--- src/rtl/ofd_consts.svh ---
// Constants for the operand field decoder
// How it works
// - a=0 selects access RAM, ignores bank register
// - a=1 takes bank from bank select register
// - d=0 result to accumulator, d=1 to file
// - Bit index picks bit 0..7 of byte
// - File field: 8-bit address or 2-bit pointer
// - Two-word move source is 12-bit first word
// - Two-word move destination 12-bit second word
// - Fast bit 1 saves/restores shadows, 0 not
// - Table mode: none, post-inc, post-dec, pre-inc
// - 21-bit table pointer, 8-bit table latch
// - Literal is 8, 12 or 20 bits
// - Branch field relative signed or absolute direct
// - Indexed addressing: 7-bit source, destination offsets
// - Five flags: carry, half carry, zero, range, negative
// - Product held in high and low bytes
// - PC high and upper latches load upper bits
// - Second word has top nibble ones; alone NOP
// - One cycle, pairs two; one more when skip or PC change
`ifndef OFD_CONSTS_SVH
`define OFD_CONSTS_SVH
`define OFD_ACC_SPLIT    8'h80
`define OFD_ACC_HI_BANK  4'hf
`define OFD_SECOND_TAG   4'hf
`define OFD_TBL_PTR_RST  21'h000000
`define OFD_BYTE_RST     8'h00
`define OFD_BANK_RST     4'h0
`define OFD_STATUS_RST   5'h00
`endif

--- src/rtl/ofd_pkg.sv ---
// Types for the operand field decoder
package ofd_pkg;
   // Instruction operand format chosen by the outside opcode decoder
   typedef enum logic [2:0] {
      OFD_FMT_BYTE,
      OFD_FMT_BIT,
      OFD_FMT_LIT,
      OFD_FMT_MOVFF,
      OFD_FMT_LFSR,
      OFD_FMT_CTRL_ABS,
      OFD_FMT_CTRL_REL,
      OFD_FMT_INDEXED
   } ofd_fmt_t;
   // Table pointer update mode
   typedef enum logic [1:0] {
      OFD_TBL_KEEP,
      OFD_TBL_POSTINC,
      OFD_TBL_POSTDEC,
      OFD_TBL_PREINC
   } ofd_tbl_mode_t;
   // Sequencer states
   typedef enum logic [1:0] {
      OFD_ST_FIRST,
      OFD_ST_SECOND,
      OFD_ST_FLUSH
   } ofd_state_t;
endpackage

--- src/rtl/ofd_decoder.sv ---
// Operand field decoder for 16-bit core instruction words
`timescale 1ns/1ps
`include "ofd_consts.svh"
module ofd_decoder
   import ofd_pkg::*;
#(
   parameter int PTR_W = 21,                // Table pointer width
   parameter int BANK_W = 4                 // Bank select width
)(
   input  wire logic              clk,        // Core clock
   input  wire logic              reset,      // Sync reset, active high
   input  wire logic [15:0]       instr,      // Instruction word
   input  wire logic              instr_valid,// Word present this cycle
   input  wire ofd_fmt_t          fmt,        // Operand format
   input  wire logic              is_two_word,// First word of pair
   input  wire logic              flow_change,// Skip true or PC loaded
   input  wire logic              bank_wr,    // Load bank register
   input  wire logic [BANK_W-1:0] bank_val,   // Bank register value
   input  wire logic [7:0]        acc_wr_val, // Accumulator data in
   input  wire logic              acc_wr,     // Accumulator write
   input  wire logic [7:0]        result,     // ALU result byte
   input  wire logic              result_wr,  // Result ready to place
   input  wire logic [4:0]        flags_in,   // Five flags from ALU
   input  wire logic [4:0]        flags_we,   // Per-flag update enable
   input  wire logic [15:0]       product,    // Multiply result
   input  wire logic              product_wr, // Product ready
   input  wire logic              pc_high_latch_wr,  // Load high latch
   input  wire logic              pc_upper_latch_wr, // Load upper latch
   input  wire logic [7:0]        latch_val,  // Latch data in
   input  wire logic              pc_load,    // Computed PC load
   input  wire logic [7:0]        pc_low,     // New PC low byte
   input  wire logic              call_ret,   // Call or return now
   input  wire logic              is_return,  // Return, not call
   input  wire logic [7:0]        status_in,  // Live status byte
   input  wire logic              tbl_access, // Table read or write
   input  wire logic              tbl_load,   // Load table pointer
   input  wire logic [PTR_W-1:0]  tbl_load_val, // Pointer load value
   input  wire logic              tbl_lat_wr, // Write table latch
   input  wire logic [7:0]        tbl_lat_val,// Table latch data in
   output logic [11:0]            data_addr,  // Full data address
   output logic                   dest_is_file, // Result to file
   output logic [7:0]             file_wdata, // Data to file
   output logic                   file_we,    // File write strobe
   output logic [7:0]             bit_mask,   // Selected bit mask
   output logic [2:0]             bit_index,  // Selected bit number
   output logic [1:0]             ptr_sel,    // Pointer designator
   output logic [11:0]            source_file_addr,      // Move source
   output logic [11:0]            destination_file_addr, // Move dest
   output logic [19:0]            literal,    // Literal, zero extended
   output logic [20:0]            branch_target, // Absolute or offset
   output logic                   branch_rel, // Target is relative
   output logic [6:0]             source_index_offset,      // Src off
   output logic [6:0]             destination_index_offset, // Dst off
   output logic                   shadow_save,    // Save shadows
   output logic                   shadow_restore, // Restore shadows
   output logic [7:0]             shadow_acc,     // Shadow accumulator
   output logic [7:0]             shadow_status,  // Shadow status
   output logic [BANK_W-1:0]      shadow_bank,    // Shadow bank
   output logic [PTR_W-1:0]       table_pointer,  // Table pointer
   output logic [PTR_W-1:0]       table_addr,     // Access address
   output logic [7:0]             table_data_latch, // Table latch
   output logic [BANK_W-1:0]      bank_select_reg,  // Bank register
   output logic [7:0]             working_accumulator, // Accumulator
   output logic [4:0]             status_flags,   // Carry to negative
   output logic [7:0]             product_high_byte, // Product high
   output logic [7:0]             product_low_byte,  // Product low
   output logic [7:0]             program_counter_high_latch,  // PC hi
   output logic [7:0]             program_counter_upper_latch, // PC up
   output logic [20:0]            pc_load_value, // Assembled PC value
   output logic                   exec_nop,   // This cycle is a NOP
   output ofd_state_t             state       // Sequencer state
);
   // ----------------------------------------
   // Field extraction
   // ----------------------------------------
   logic       fld_a;                      // Access bank select bit
   logic       fld_d;                      // Destination bit
   logic       fld_s;                      // Fast bit
   logic [7:0] fld_f;                      // 8-bit file field
   logic       second_tag;                 // Top nibble all ones
   ofd_state_t state_d;                    // Next state
   logic [11:0] movff_src_q;               // Held first-word source

   assign fld_a = instr[8];
   assign fld_d = instr[9];
   assign fld_s = instr[8];
   assign fld_f = instr[7:0];
   assign second_tag = (instr[15:12] == `OFD_SECOND_TAG);

   // Bank/access addressing; the split keeps the low half of the access
   // area in RAM and the high half on the special register bank
   always_comb
   begin
      if (!fld_a)
         data_addr = (fld_f < `OFD_ACC_SPLIT) ? {4'h0, fld_f}
                                              : {`OFD_ACC_HI_BANK, fld_f};
      else
         data_addr = {bank_select_reg, fld_f};
   end

   // Destination routing only meaningful for byte operations
   assign dest_is_file = (fmt == OFD_FMT_BYTE) && fld_d;
   assign file_we    = result_wr && dest_is_file && !exec_nop;
   assign file_wdata = result;

   // Bit index and one-hot mask over the byte
   assign bit_index = instr[11:9];
   genvar gi;
   generate
      for (gi = 0; gi < 8; gi++)
      begin : g_mask
         assign bit_mask[gi] = (fmt == OFD_FMT_BIT) &&
                               (bit_index == 3'(gi));
      end
   endgenerate

   // Pointer designator for pointer-loading literal form
   assign ptr_sel = instr[5:4];

   // Literal width follows the format in use
   always_comb
   begin
      unique case (fmt)
         OFD_FMT_LFSR:     literal = {8'h00, instr[11:0]};
         OFD_FMT_CTRL_ABS: literal = {instr[11:0], movff_src_q[7:0]};
         default:          literal = {12'h000, instr[7:0]};
      endcase
   end

   // Relative branches sign extend; absolute forms are word addresses
   always_comb
   begin
      branch_rel = (fmt == OFD_FMT_CTRL_REL);
      if (branch_rel)
         branch_target = instr[11] ? {{10{instr[10]}}, instr[10:0]}
                                   : {{13{instr[7]}}, instr[7:0]};
      else
         branch_target = {literal, 1'b0};
   end

   // Indexed offsets: source low seven bits, destination from the held first word
   assign source_index_offset      = instr[6:0];
   assign destination_index_offset = movff_src_q[6:0];

   // ----------------------------------------
   // Two-word sequencing
   // ----------------------------------------
   // First word fields are held so the second word completes them
   always_ff @(posedge clk)
   begin
      if (reset)
         movff_src_q <= 12'h000;
      else if (instr_valid && state == OFD_ST_FIRST && is_two_word)
         movff_src_q <= instr[11:0];
   end

   assign source_file_addr = movff_src_q;

   // Destination taken only from a genuine second word
   always_ff @(posedge clk)
   begin
      if (reset)
         destination_file_addr <= 12'h000;
      else if (instr_valid && state == OFD_ST_SECOND && second_tag &&
               fmt == OFD_FMT_MOVFF)
         destination_file_addr <= instr[11:0];
   end

   // Next state: pairs take two cycles, flow change adds a flush cycle
   always_comb
   begin
      state_d = state;
      unique case (state)
         OFD_ST_FIRST:
            if (instr_valid && is_two_word)
               state_d = OFD_ST_SECOND;
            else if (instr_valid && flow_change)
               state_d = OFD_ST_FLUSH;
         OFD_ST_SECOND:
            if (instr_valid)
               state_d = flow_change ? OFD_ST_FLUSH : OFD_ST_FIRST;
         OFD_ST_FLUSH:
            state_d = OFD_ST_FIRST;
      endcase
   end

   always_ff @(posedge clk)
   begin
      if (reset)
         state <= OFD_ST_FIRST;
      else
         state <= state_d;
   end

   // A lone second word or a flushed slot executes as a NOP
   assign exec_nop = (state == OFD_ST_FLUSH) ||
                     (state == OFD_ST_FIRST && second_tag && !is_two_word);

   // ----------------------------------------
   // Core registers
   // ----------------------------------------
   // Bank register
   always_ff @(posedge clk)
   begin
      if (reset)
         bank_select_reg <= BANK_W'(`OFD_BANK_RST);
      else if (shadow_restore)
         bank_select_reg <= shadow_bank;
      else if (bank_wr)
         bank_select_reg <= bank_val;
   end

   // Accumulator takes results when the destination bit is clear
   always_ff @(posedge clk)
   begin
      if (reset)
         working_accumulator <= `OFD_BYTE_RST;
      else if (shadow_restore)
         working_accumulator <= shadow_acc;
      else if (result_wr && !fld_d && fmt == OFD_FMT_BYTE && !exec_nop)
         working_accumulator <= result;
      else if (acc_wr)
         working_accumulator <= acc_wr_val;
   end

   // Five status flags, each with its own update enable
   always_ff @(posedge clk)
   begin
      if (reset)
         status_flags <= `OFD_STATUS_RST;
      else if (shadow_restore)
         status_flags <= shadow_status[4:0];
      else
         status_flags <= (status_flags & ~flags_we) |
                         (flags_in & flags_we);
   end

   // Fast call/return shadow control
   assign shadow_save    = call_ret && !is_return && fld_s;
   assign shadow_restore = call_ret && is_return && fld_s;

   always_ff @(posedge clk)
   begin
      if (reset)
      begin
         shadow_acc    <= `OFD_BYTE_RST;
         shadow_status <= `OFD_BYTE_RST;
         shadow_bank   <= BANK_W'(`OFD_BANK_RST);
      end
      else if (shadow_save)
      begin
         shadow_acc    <= working_accumulator;
         shadow_status <= status_in;
         shadow_bank   <= bank_select_reg;
      end
   end

   // Product bytes
   always_ff @(posedge clk)
   begin
      if (reset)
      begin
         product_high_byte <= `OFD_BYTE_RST;
         product_low_byte  <= `OFD_BYTE_RST;
      end
      else if (product_wr)
      begin
         product_high_byte <= product[15:8];
         product_low_byte  <= product[7:0];
      end
   end

   // Counter latches; they only take effect when the PC is loaded
   always_ff @(posedge clk)
   begin
      if (reset)
      begin
         program_counter_high_latch  <= `OFD_BYTE_RST;
         program_counter_upper_latch <= `OFD_BYTE_RST;
      end
      else
      begin
         if (pc_high_latch_wr)
            program_counter_high_latch  <= latch_val;
         if (pc_upper_latch_wr)
            program_counter_upper_latch <= latch_val;
      end
   end

   always_comb
   begin
      pc_load_value = pc_load ? {program_counter_upper_latch[4:0],
                                 program_counter_high_latch,
                                 pc_low} : 21'h000000;
   end

   // ----------------------------------------
   // Table access
   // ----------------------------------------
   ofd_table_ptr #(
      .PTR_W (PTR_W)
   ) u_tbl (
      .clk              (clk),
      .reset            (reset),
      .access           (tbl_access),
      .mode             (ofd_tbl_mode_t'(instr[1:0])),
      .load             (tbl_load),
      .load_val         (tbl_load_val),
      .lat_wr           (tbl_lat_wr),
      .lat_val          (tbl_lat_val),
      .addr             (table_addr),
      .table_pointer    (table_pointer),
      .table_data_latch (table_data_latch)
   );
endmodule

--- src/rtl/ofd_table_ptr.sv ---
// Table pointer and table data latch
`timescale 1ns/1ps
`include "ofd_consts.svh"
module ofd_table_ptr
   import ofd_pkg::*;
#(
   parameter int PTR_W = 21                 // Table pointer width
)(
   input  wire logic             clk,       // Core clock
   input  wire logic             reset,     // Sync reset, active high
   input  wire logic             access,    // Table access this cycle
   input  wire ofd_tbl_mode_t    mode,      // Pointer update mode
   input  wire logic             load,      // Load pointer from bus
   input  wire logic [PTR_W-1:0] load_val,  // Pointer load value
   input  wire logic             lat_wr,    // Write table latch
   input  wire logic [7:0]       lat_val,   // Table latch data in
   output logic      [PTR_W-1:0] addr,      // Address used by access
   output logic      [PTR_W-1:0] table_pointer,    // Pointer register
   output logic      [7:0]       table_data_latch  // Latch register
);
   // ----------------------------------------
   // Pointer update
   // ----------------------------------------
   logic [PTR_W-1:0] ptr_inc;               // Pointer plus one
   logic [PTR_W-1:0] ptr_dec;               // Pointer minus one
   assign ptr_inc = table_pointer + PTR_W'(1);
   assign ptr_dec = table_pointer - PTR_W'(1);
   // Pre-increment uses the bumped address for this access
   assign addr = (mode == OFD_TBL_PREINC) ? ptr_inc : table_pointer;

   // Pointer register; a load takes priority over an update
   always_ff @(posedge clk)
   begin
      if (reset)
         table_pointer <= PTR_W'(`OFD_TBL_PTR_RST);
      else if (load)
         table_pointer <= load_val;
      else if (access)
      begin
         unique case (mode)
            OFD_TBL_KEEP:    table_pointer <= table_pointer;
            OFD_TBL_POSTINC: table_pointer <= ptr_inc;
            OFD_TBL_POSTDEC: table_pointer <= ptr_dec;
            OFD_TBL_PREINC:  table_pointer <= ptr_inc;
         endcase
      end
   end

   // Byte latch through which table data moves
   always_ff @(posedge clk)
   begin
      if (reset)
         table_data_latch <= `OFD_BYTE_RST;
      else if (lat_wr)
         table_data_latch <= lat_val;
   end
endmodule

--- config.mk ---
export PLATFORM = sky130hd
export DESIGN_NAME = ofd_decoder
export DESIGN_NICKNAME = d
export VERILOG_FILES = /design/src/rtl/ofd_pkg.sv /design/src/rtl/ofd_decoder.sv /design/src/rtl/ofd_table_ptr.sv
export VERILOG_INCLUDE_DIRS = /design/src /design/src/rtl
export SDC_FILE = /design/constraint.sdc
export NUM_CORES = 1
export LEC_CHECK = 0
export BUFFER_PORTS_ARGS = -buffer_cell sky130_fd_sc_hd__buf_2
export CAP_MARGIN = 40
export CELL_PAD_IN_SITES_DETAIL_PLACEMENT = 0
export CELL_PAD_IN_SITES_GLOBAL_PLACEMENT = 1
export CORE_MARGIN = 10
export CORE_UTILIZATION = 25
export CTS_CLUSTER_SIZE = 10
export DETAILED_ROUTE_END_ITERATION = 10
export PLACE_DENSITY = 0.78
export SYNTH_ARGS = -nofsm -noshare
export SYNTH_HDL_FRONTEND = slang
export SYNTH_SLANG_ARGS = --single-unit
--- constraint.sdc ---
create_clock -name clk -period 2.1 [get_ports clk]
set_input_delay 0.21 -clock clk [delete_from_list [all_inputs] [get_ports clk]]
set_output_delay 0.21 -clock clk [all_outputs]
set_load 0.05 [all_outputs]
# == Word-level counts from Yosys, hierarchy flattened ==
# Cells that the tools add are included.
# word_totals
regBits,124
in_bits,135
out_inout_bits,260
elab_cells,106
# classes
add_sub_neg,2
magnitude_cmp,1
eq_ne,21
n_mux,21
bitwise_logic,4
reduce_logical,42
# op_table
op,count
21-bit 2-to-1 mux,6
21-bit one-hot mux with 2 select lines,1
20-bit one-hot mux with 2 select lines,1
1-bit logical AND,27
12-bit 2-to-1 mux,2
8-bit 2-to-1 mux,3
21-bit by 1-bit adder with 21-bit output (second input constant),1
3-bit equality test (second input constant),7
21-bit by 1-bit subtractor with 21-bit output (second input constant),1
5-bit AND,2
3-bit by 2-bit equality test with 1-bit output (second input constant),3
8-bit less-than comparator (second input constant),1
2-bit 2-to-1 mux,4
4-bit 2-to-1 mux,2
2-bit equality test (second input constant),3
3-bit by 1-bit equality test with 1-bit output (second input constant),2
3-bit logical NOT,2
2-bit one-hot mux with 3 select lines,1
5-bit 2-to-1 mux,1
5-bit inverter,1
5-bit OR,1
2-bit by 1-bit equality test with 1-bit output (second input constant),2
4-bit equality test (second input constant),1
1-bit logical NOT,4
other kinds (8),12

# == Logic depth before layout (Yosys ltp) ==
# logic_depth
depth_word,8
depth_mapped,9
ltp_nobuf,7

# == Modules after synthesis ==
# From an unflattened synthesis, not the netlist that was laid out.
# hier_totals
cells_unflattened,862
hier_area_um2,6922.9
# modules_own_cells
mod,n_inst,cells_each,area_each_um2,seq_area_each_um2
ofd_decoder,1,569,4727.0,1901.8
ofd_table_ptr,1,293,2195.9,580.6

# == Least setup slack after synthesis ==
# OpenSTA, ideal clock, no wires.
# synth_timing
path_type,register -> output
start,register u_tbl.table_pointer[9]
end,output port table_addr[20]
arrival_ns,3.008
t_required_ns,1.890
path_slack_ns,-1.118
path_stages_with_launch,8
n_path_buf,2
path_cell_list,dfxtp_1 buf_2 nand4_2 or4_1 clkbuf_1 or3_1 nor2_1 xor2_1
# synth_between
elab_chain_cells,2
# synth_lines
item,line_no,source
"start, declared",ofd_table_ptr.sv:18,"output logic [PTR_W-1:0] table_pointer,"
"start signal, assigned",ofd_table_ptr.sv:35,table_pointer <= PTR_W'(`OFD_TBL_PTR_RST);
"start signal, assigned",ofd_table_ptr.sv:37,table_pointer <= load_val;
"start signal, assigned",ofd_table_ptr.sv:41,OFD_TBL_KEEP: table_pointer <= table_pointer;
21-bit by 1-bit adder with 21-bit output,ofd_table_ptr.sv:26,assign ptr_inc = table_pointer + PTR_W'(1);
21-bit 2-to-1 mux,ofd_table_ptr.sv:29,assign addr = (mode == OFD_TBL_PREINC) ? ptr_inc : table_pointer;
"end, declared",ofd_decoder.sv:60,"output logic [PTR_W-1:0] table_addr,"
# Every way passes these cells.

# == Final worst setup path ==
# layout_timing
start,register u_tbl.table_pointer[4]
end,output port table_addr[16]
# Same word-level chain as after synthesis.

==> flow_summary.json <==
{
  "dieHeight_microns": 186.5,
  "cp.required_ns": 1.89,
  "rr_startpoint": "u_tbl.table_pointer[4]$_SDFFE_PP0P_",
  "clkSinkCount": 124,
  "fp.dieArea_sq_um": 34790,
  "grt_pass1_vias": 7781,
  "ys.flop_type": "dfxtp_1",
  "diodes": 0,
  "start_util_pct": 25.58,
  "ant_nets": 0,
  "mostFrequentLayoutCell": "buf_2",
  "grt.total_usage_pct": 16.35,
  "rsz0062_at_grt": "true",
  "reg2regPathDepth": 8,
  "critical-path-top-delay-family": "simple AND/OR/NAND/NOR gates",
  "dp_slack_ns": -0.1714,
  "htree_levels": 4,
  "timing.rr.end": "u_tbl.table_pointer[13]$_SDFFE_PP0P_",
  "path_cells": "nand3_4 -> or4_4 -> or3_4 -> nor2_4 -> xor2_4 -> buf_6",
  "dr.pass1.iters": 5,
  "die_w_microns": 186.5,
  "ys_warn_count": 0,
  "synth_edf_count": 0,
  "wl_microns": 30050,
  "core_sq_um": 27100,
  "final_layout_size_suffix_gt1_share_pct": 46.73,
  "drc": 0,
  "worstMarginPinSlew_ns": 0.6564,
  "ios": 395,
  "vias": 7649,
  "ctsRootBufferMaster": "clkbuf_16",
  "yosysUniqueCellTypes": 60,
  "p_per_area_nw_per_um2": 761.0,
  "grt_first_pass_wirelength_microns": 46030,
  "fin_nets": 1396,
  "violations": "setup timing",
  "worst-path-buf-inv": 1,
  "antenna_found_initial": 0,
  "hold_violations": 0,
  "fin_crit_sh_pct": 118.1,
  "final_cells": 1641,
  "worst_ir_drop_vdd_mv": 0.4087,
  "skew_ns": 0.01030,
  "slowest_stage": "or4_4",
  "async_flop_share_pct": 0,
  "final_cell_mix": "374 x buf_2, 136 x nor2_1, 109 x nand2_1",
  "status": "finished, violations left",
  "gp_congestion": 0.8667,
  "wl_per_cell_microns": 18.31,
  "endpoint": "table_addr[16]",
  "power_mw": 8.072,
  "hold_start": "product[0]",
  "clk_pin_slew_ns": 0.07,
  "cap_violations": 0,
  "cts_tree": "yes",
  "setup_viol": 13,
  "syn2layout_area_growth_pct": 53.01,
  "relSlewSlack_pct": 56.24,
  "largest_reg_flops": 21,
  "dr.first_iter.drc_count": 331,
  "syn-cell-area_sq_um": 6932,
  "cp_num_cells": 6,
  "regMostFlops": "u_tbl.table_pointer",
  "syn-num-nets": 1021,
  "start_kind": "flip-flop",
  "grt_max_degree": 64,
  "slew_violations": 0,
  "via_per_inst": 4.661,
  "dp_hpwl_microns": 23810,
  "synth.avg_cell_area_sq_um": 7.868,
  "synthCells": 881,
  "arrival_ns": 2.27,
  "cts_buffers": 17,
  "cp_max_fo": 4,
  "holdCritPathClass": "in2reg",
  "leakage_nw": 5.241,
  "criticalPathCategory": "reg2out",
  "regToRegSetupSlack_ns": -0.20,
  "row_count": 60,
  "end_kind": "output pin",
  "post-route-min-period_ns": 2.479,
  "critPathMaxStageDelay_ns": 0.52,
  "clock_latency_ns": 0.42,
  "min_path_cells": 3,
  "worst_slack_ns": -0.3793,
  "cts_buffer_depth": 2,
  "fmax_mhz": 403.3,
  "ys_seq_area_share_pct": 35.81,
  "port-buffer-count": 394,
  "overflow": 0,
  "dp.cells": 1602,
  "cp-startpoint": "u_tbl.table_pointer[4]$_SDFFE_PP0P_",
  "synth-seq-cells": 124
}
## layout make-up
class | count | area (sq um)
Fill cell | 2773 | 16490
Multi-Input combinational cell | 634 | 4265
Timing Repair Buffer | 462 | 2656
Sequential cell | 124 | 2539
Tap cell | 372 | 465.4
Clock buffer | 18 | 450.4
Clock inverter | 14 | 166.4
Inverter | 17 | 63.81
## timing repair
item | 4_1_cts | 5_1_grt
setup buffers | 3 | 5
endpoints found under the setup margin | 19 | 26
hold buffers | 0 | 0
pin swaps | 6 | 9
resized for setup | 38 | 22
## worst register-to-register path, cell delays in order, from the launching register on
cell,delay [ns]
dfxtp_4,0.36
nand3_4,0.08
buf_4,0.13
buf_6,0.10
or4_4,0.57
buf_6,0.15
o22a_1,0.21
or3_4,0.36
a311oi_2,0.25
## worst min path at each step
| stage | endpoint | slack, ns |
|---|---|---|
| after floorplan | source_file_addr[2]$_SDFFE_PP0P_ | 0.35 |
| after global placement | shadow_status[7]$_SDFFE_PP0P_ | 0.44 |
| after detailed placement | shadow_status[7]$_SDFFE_PP0P_ | 0.44 |
| after CTS | product_low_byte[0]$_SDFFE_PP0P_ | 0.0003 |
| after global routing | product_low_byte[0]$_SDFFE_PP0P_ | 0.03 |
| final | product_low_byte[0]$_SDFFE_PP0P_ | 0.02 |
## kinds of logic (layout without fill, tap and decap cells)
kind of cell / Yosys count / in the layout / share of synthesized area, %
flip-flops: 124 / 124 / 35.81
multiplexers: 75 / 75 / 10.99
AO/OA/AOI/OAI: 125 / 125 / 12.18
buffers and inverters: 123 / 511 / 8.953
adder cells (fa/ha/maj): 5 / 5 / 0.9025
XOR/XNOR: 28 / 28 / 3.538
AND/OR/NAND/NOR: 401 / 401 / 27.62
## metal layers
metal	track usage (%)	part of all wire, %	up-vias
met4	4.032	1.4	0
met2	26.29	46	333
met3	6.257	9.1	26
li1	-	-	3724
met5	0	0	-
met1	20.09	43	3566
## Yosys cell counts (5+ instances only)
cell	n	area [sq um]
nand2_1	112	420.4
nand4_1	10	62.56
a211oi_1	16	120.1
or3_1	10	62.56
xnor2_1	17	148.9
buf_4	36	270.3
nor2_1	143	536.8
a2111oi_2	8	120.1
buf_2	7	35.03
ha_1	5	62.56
clkbuf_1	57	214.0
mux2_2	9	101.4
o21ai_0	13	65.06
inv_1	16	60.06
and3_1	9	56.30
o221ai_1	6	52.55
and2_1	22	137.6
dfxtp_1	124	2482
nand3b_1	13	97.59
a21oi_1	49	245.2
mux2i_1	66	660.6
nand3_1	17	85.08
nand2b_1	12	75.07
nor3_1	22	110.1
o21ai_1	8	40.04
xor2_1	11	96.34
## report_power, final
part | internal, mW | switching [mW] | leakage [nW]
combinational | 0.666 | 1.68 | 3.91
clock | 1.87 | 1.26 | 0.303
sequential | 2.48 | 0.117 | 1.03
## stage by stage
stage                     setup TNS, ns  hold slack (ns)  util [%]  instance area, sq um
after floorplan                  -2.263           0.3460         -                  7325
after global placement          -0.8632           0.4388     35.81                  9704
after detailed placement         -1.132           0.4450     35.81                  9704
after CTS                        -3.660        0.0002728     38.67                 10480
after global routing             -5.033          0.02511     39.14                 10610
final                            -3.417          0.02456     39.14                 10610
(Power assumes the default switching activity.)
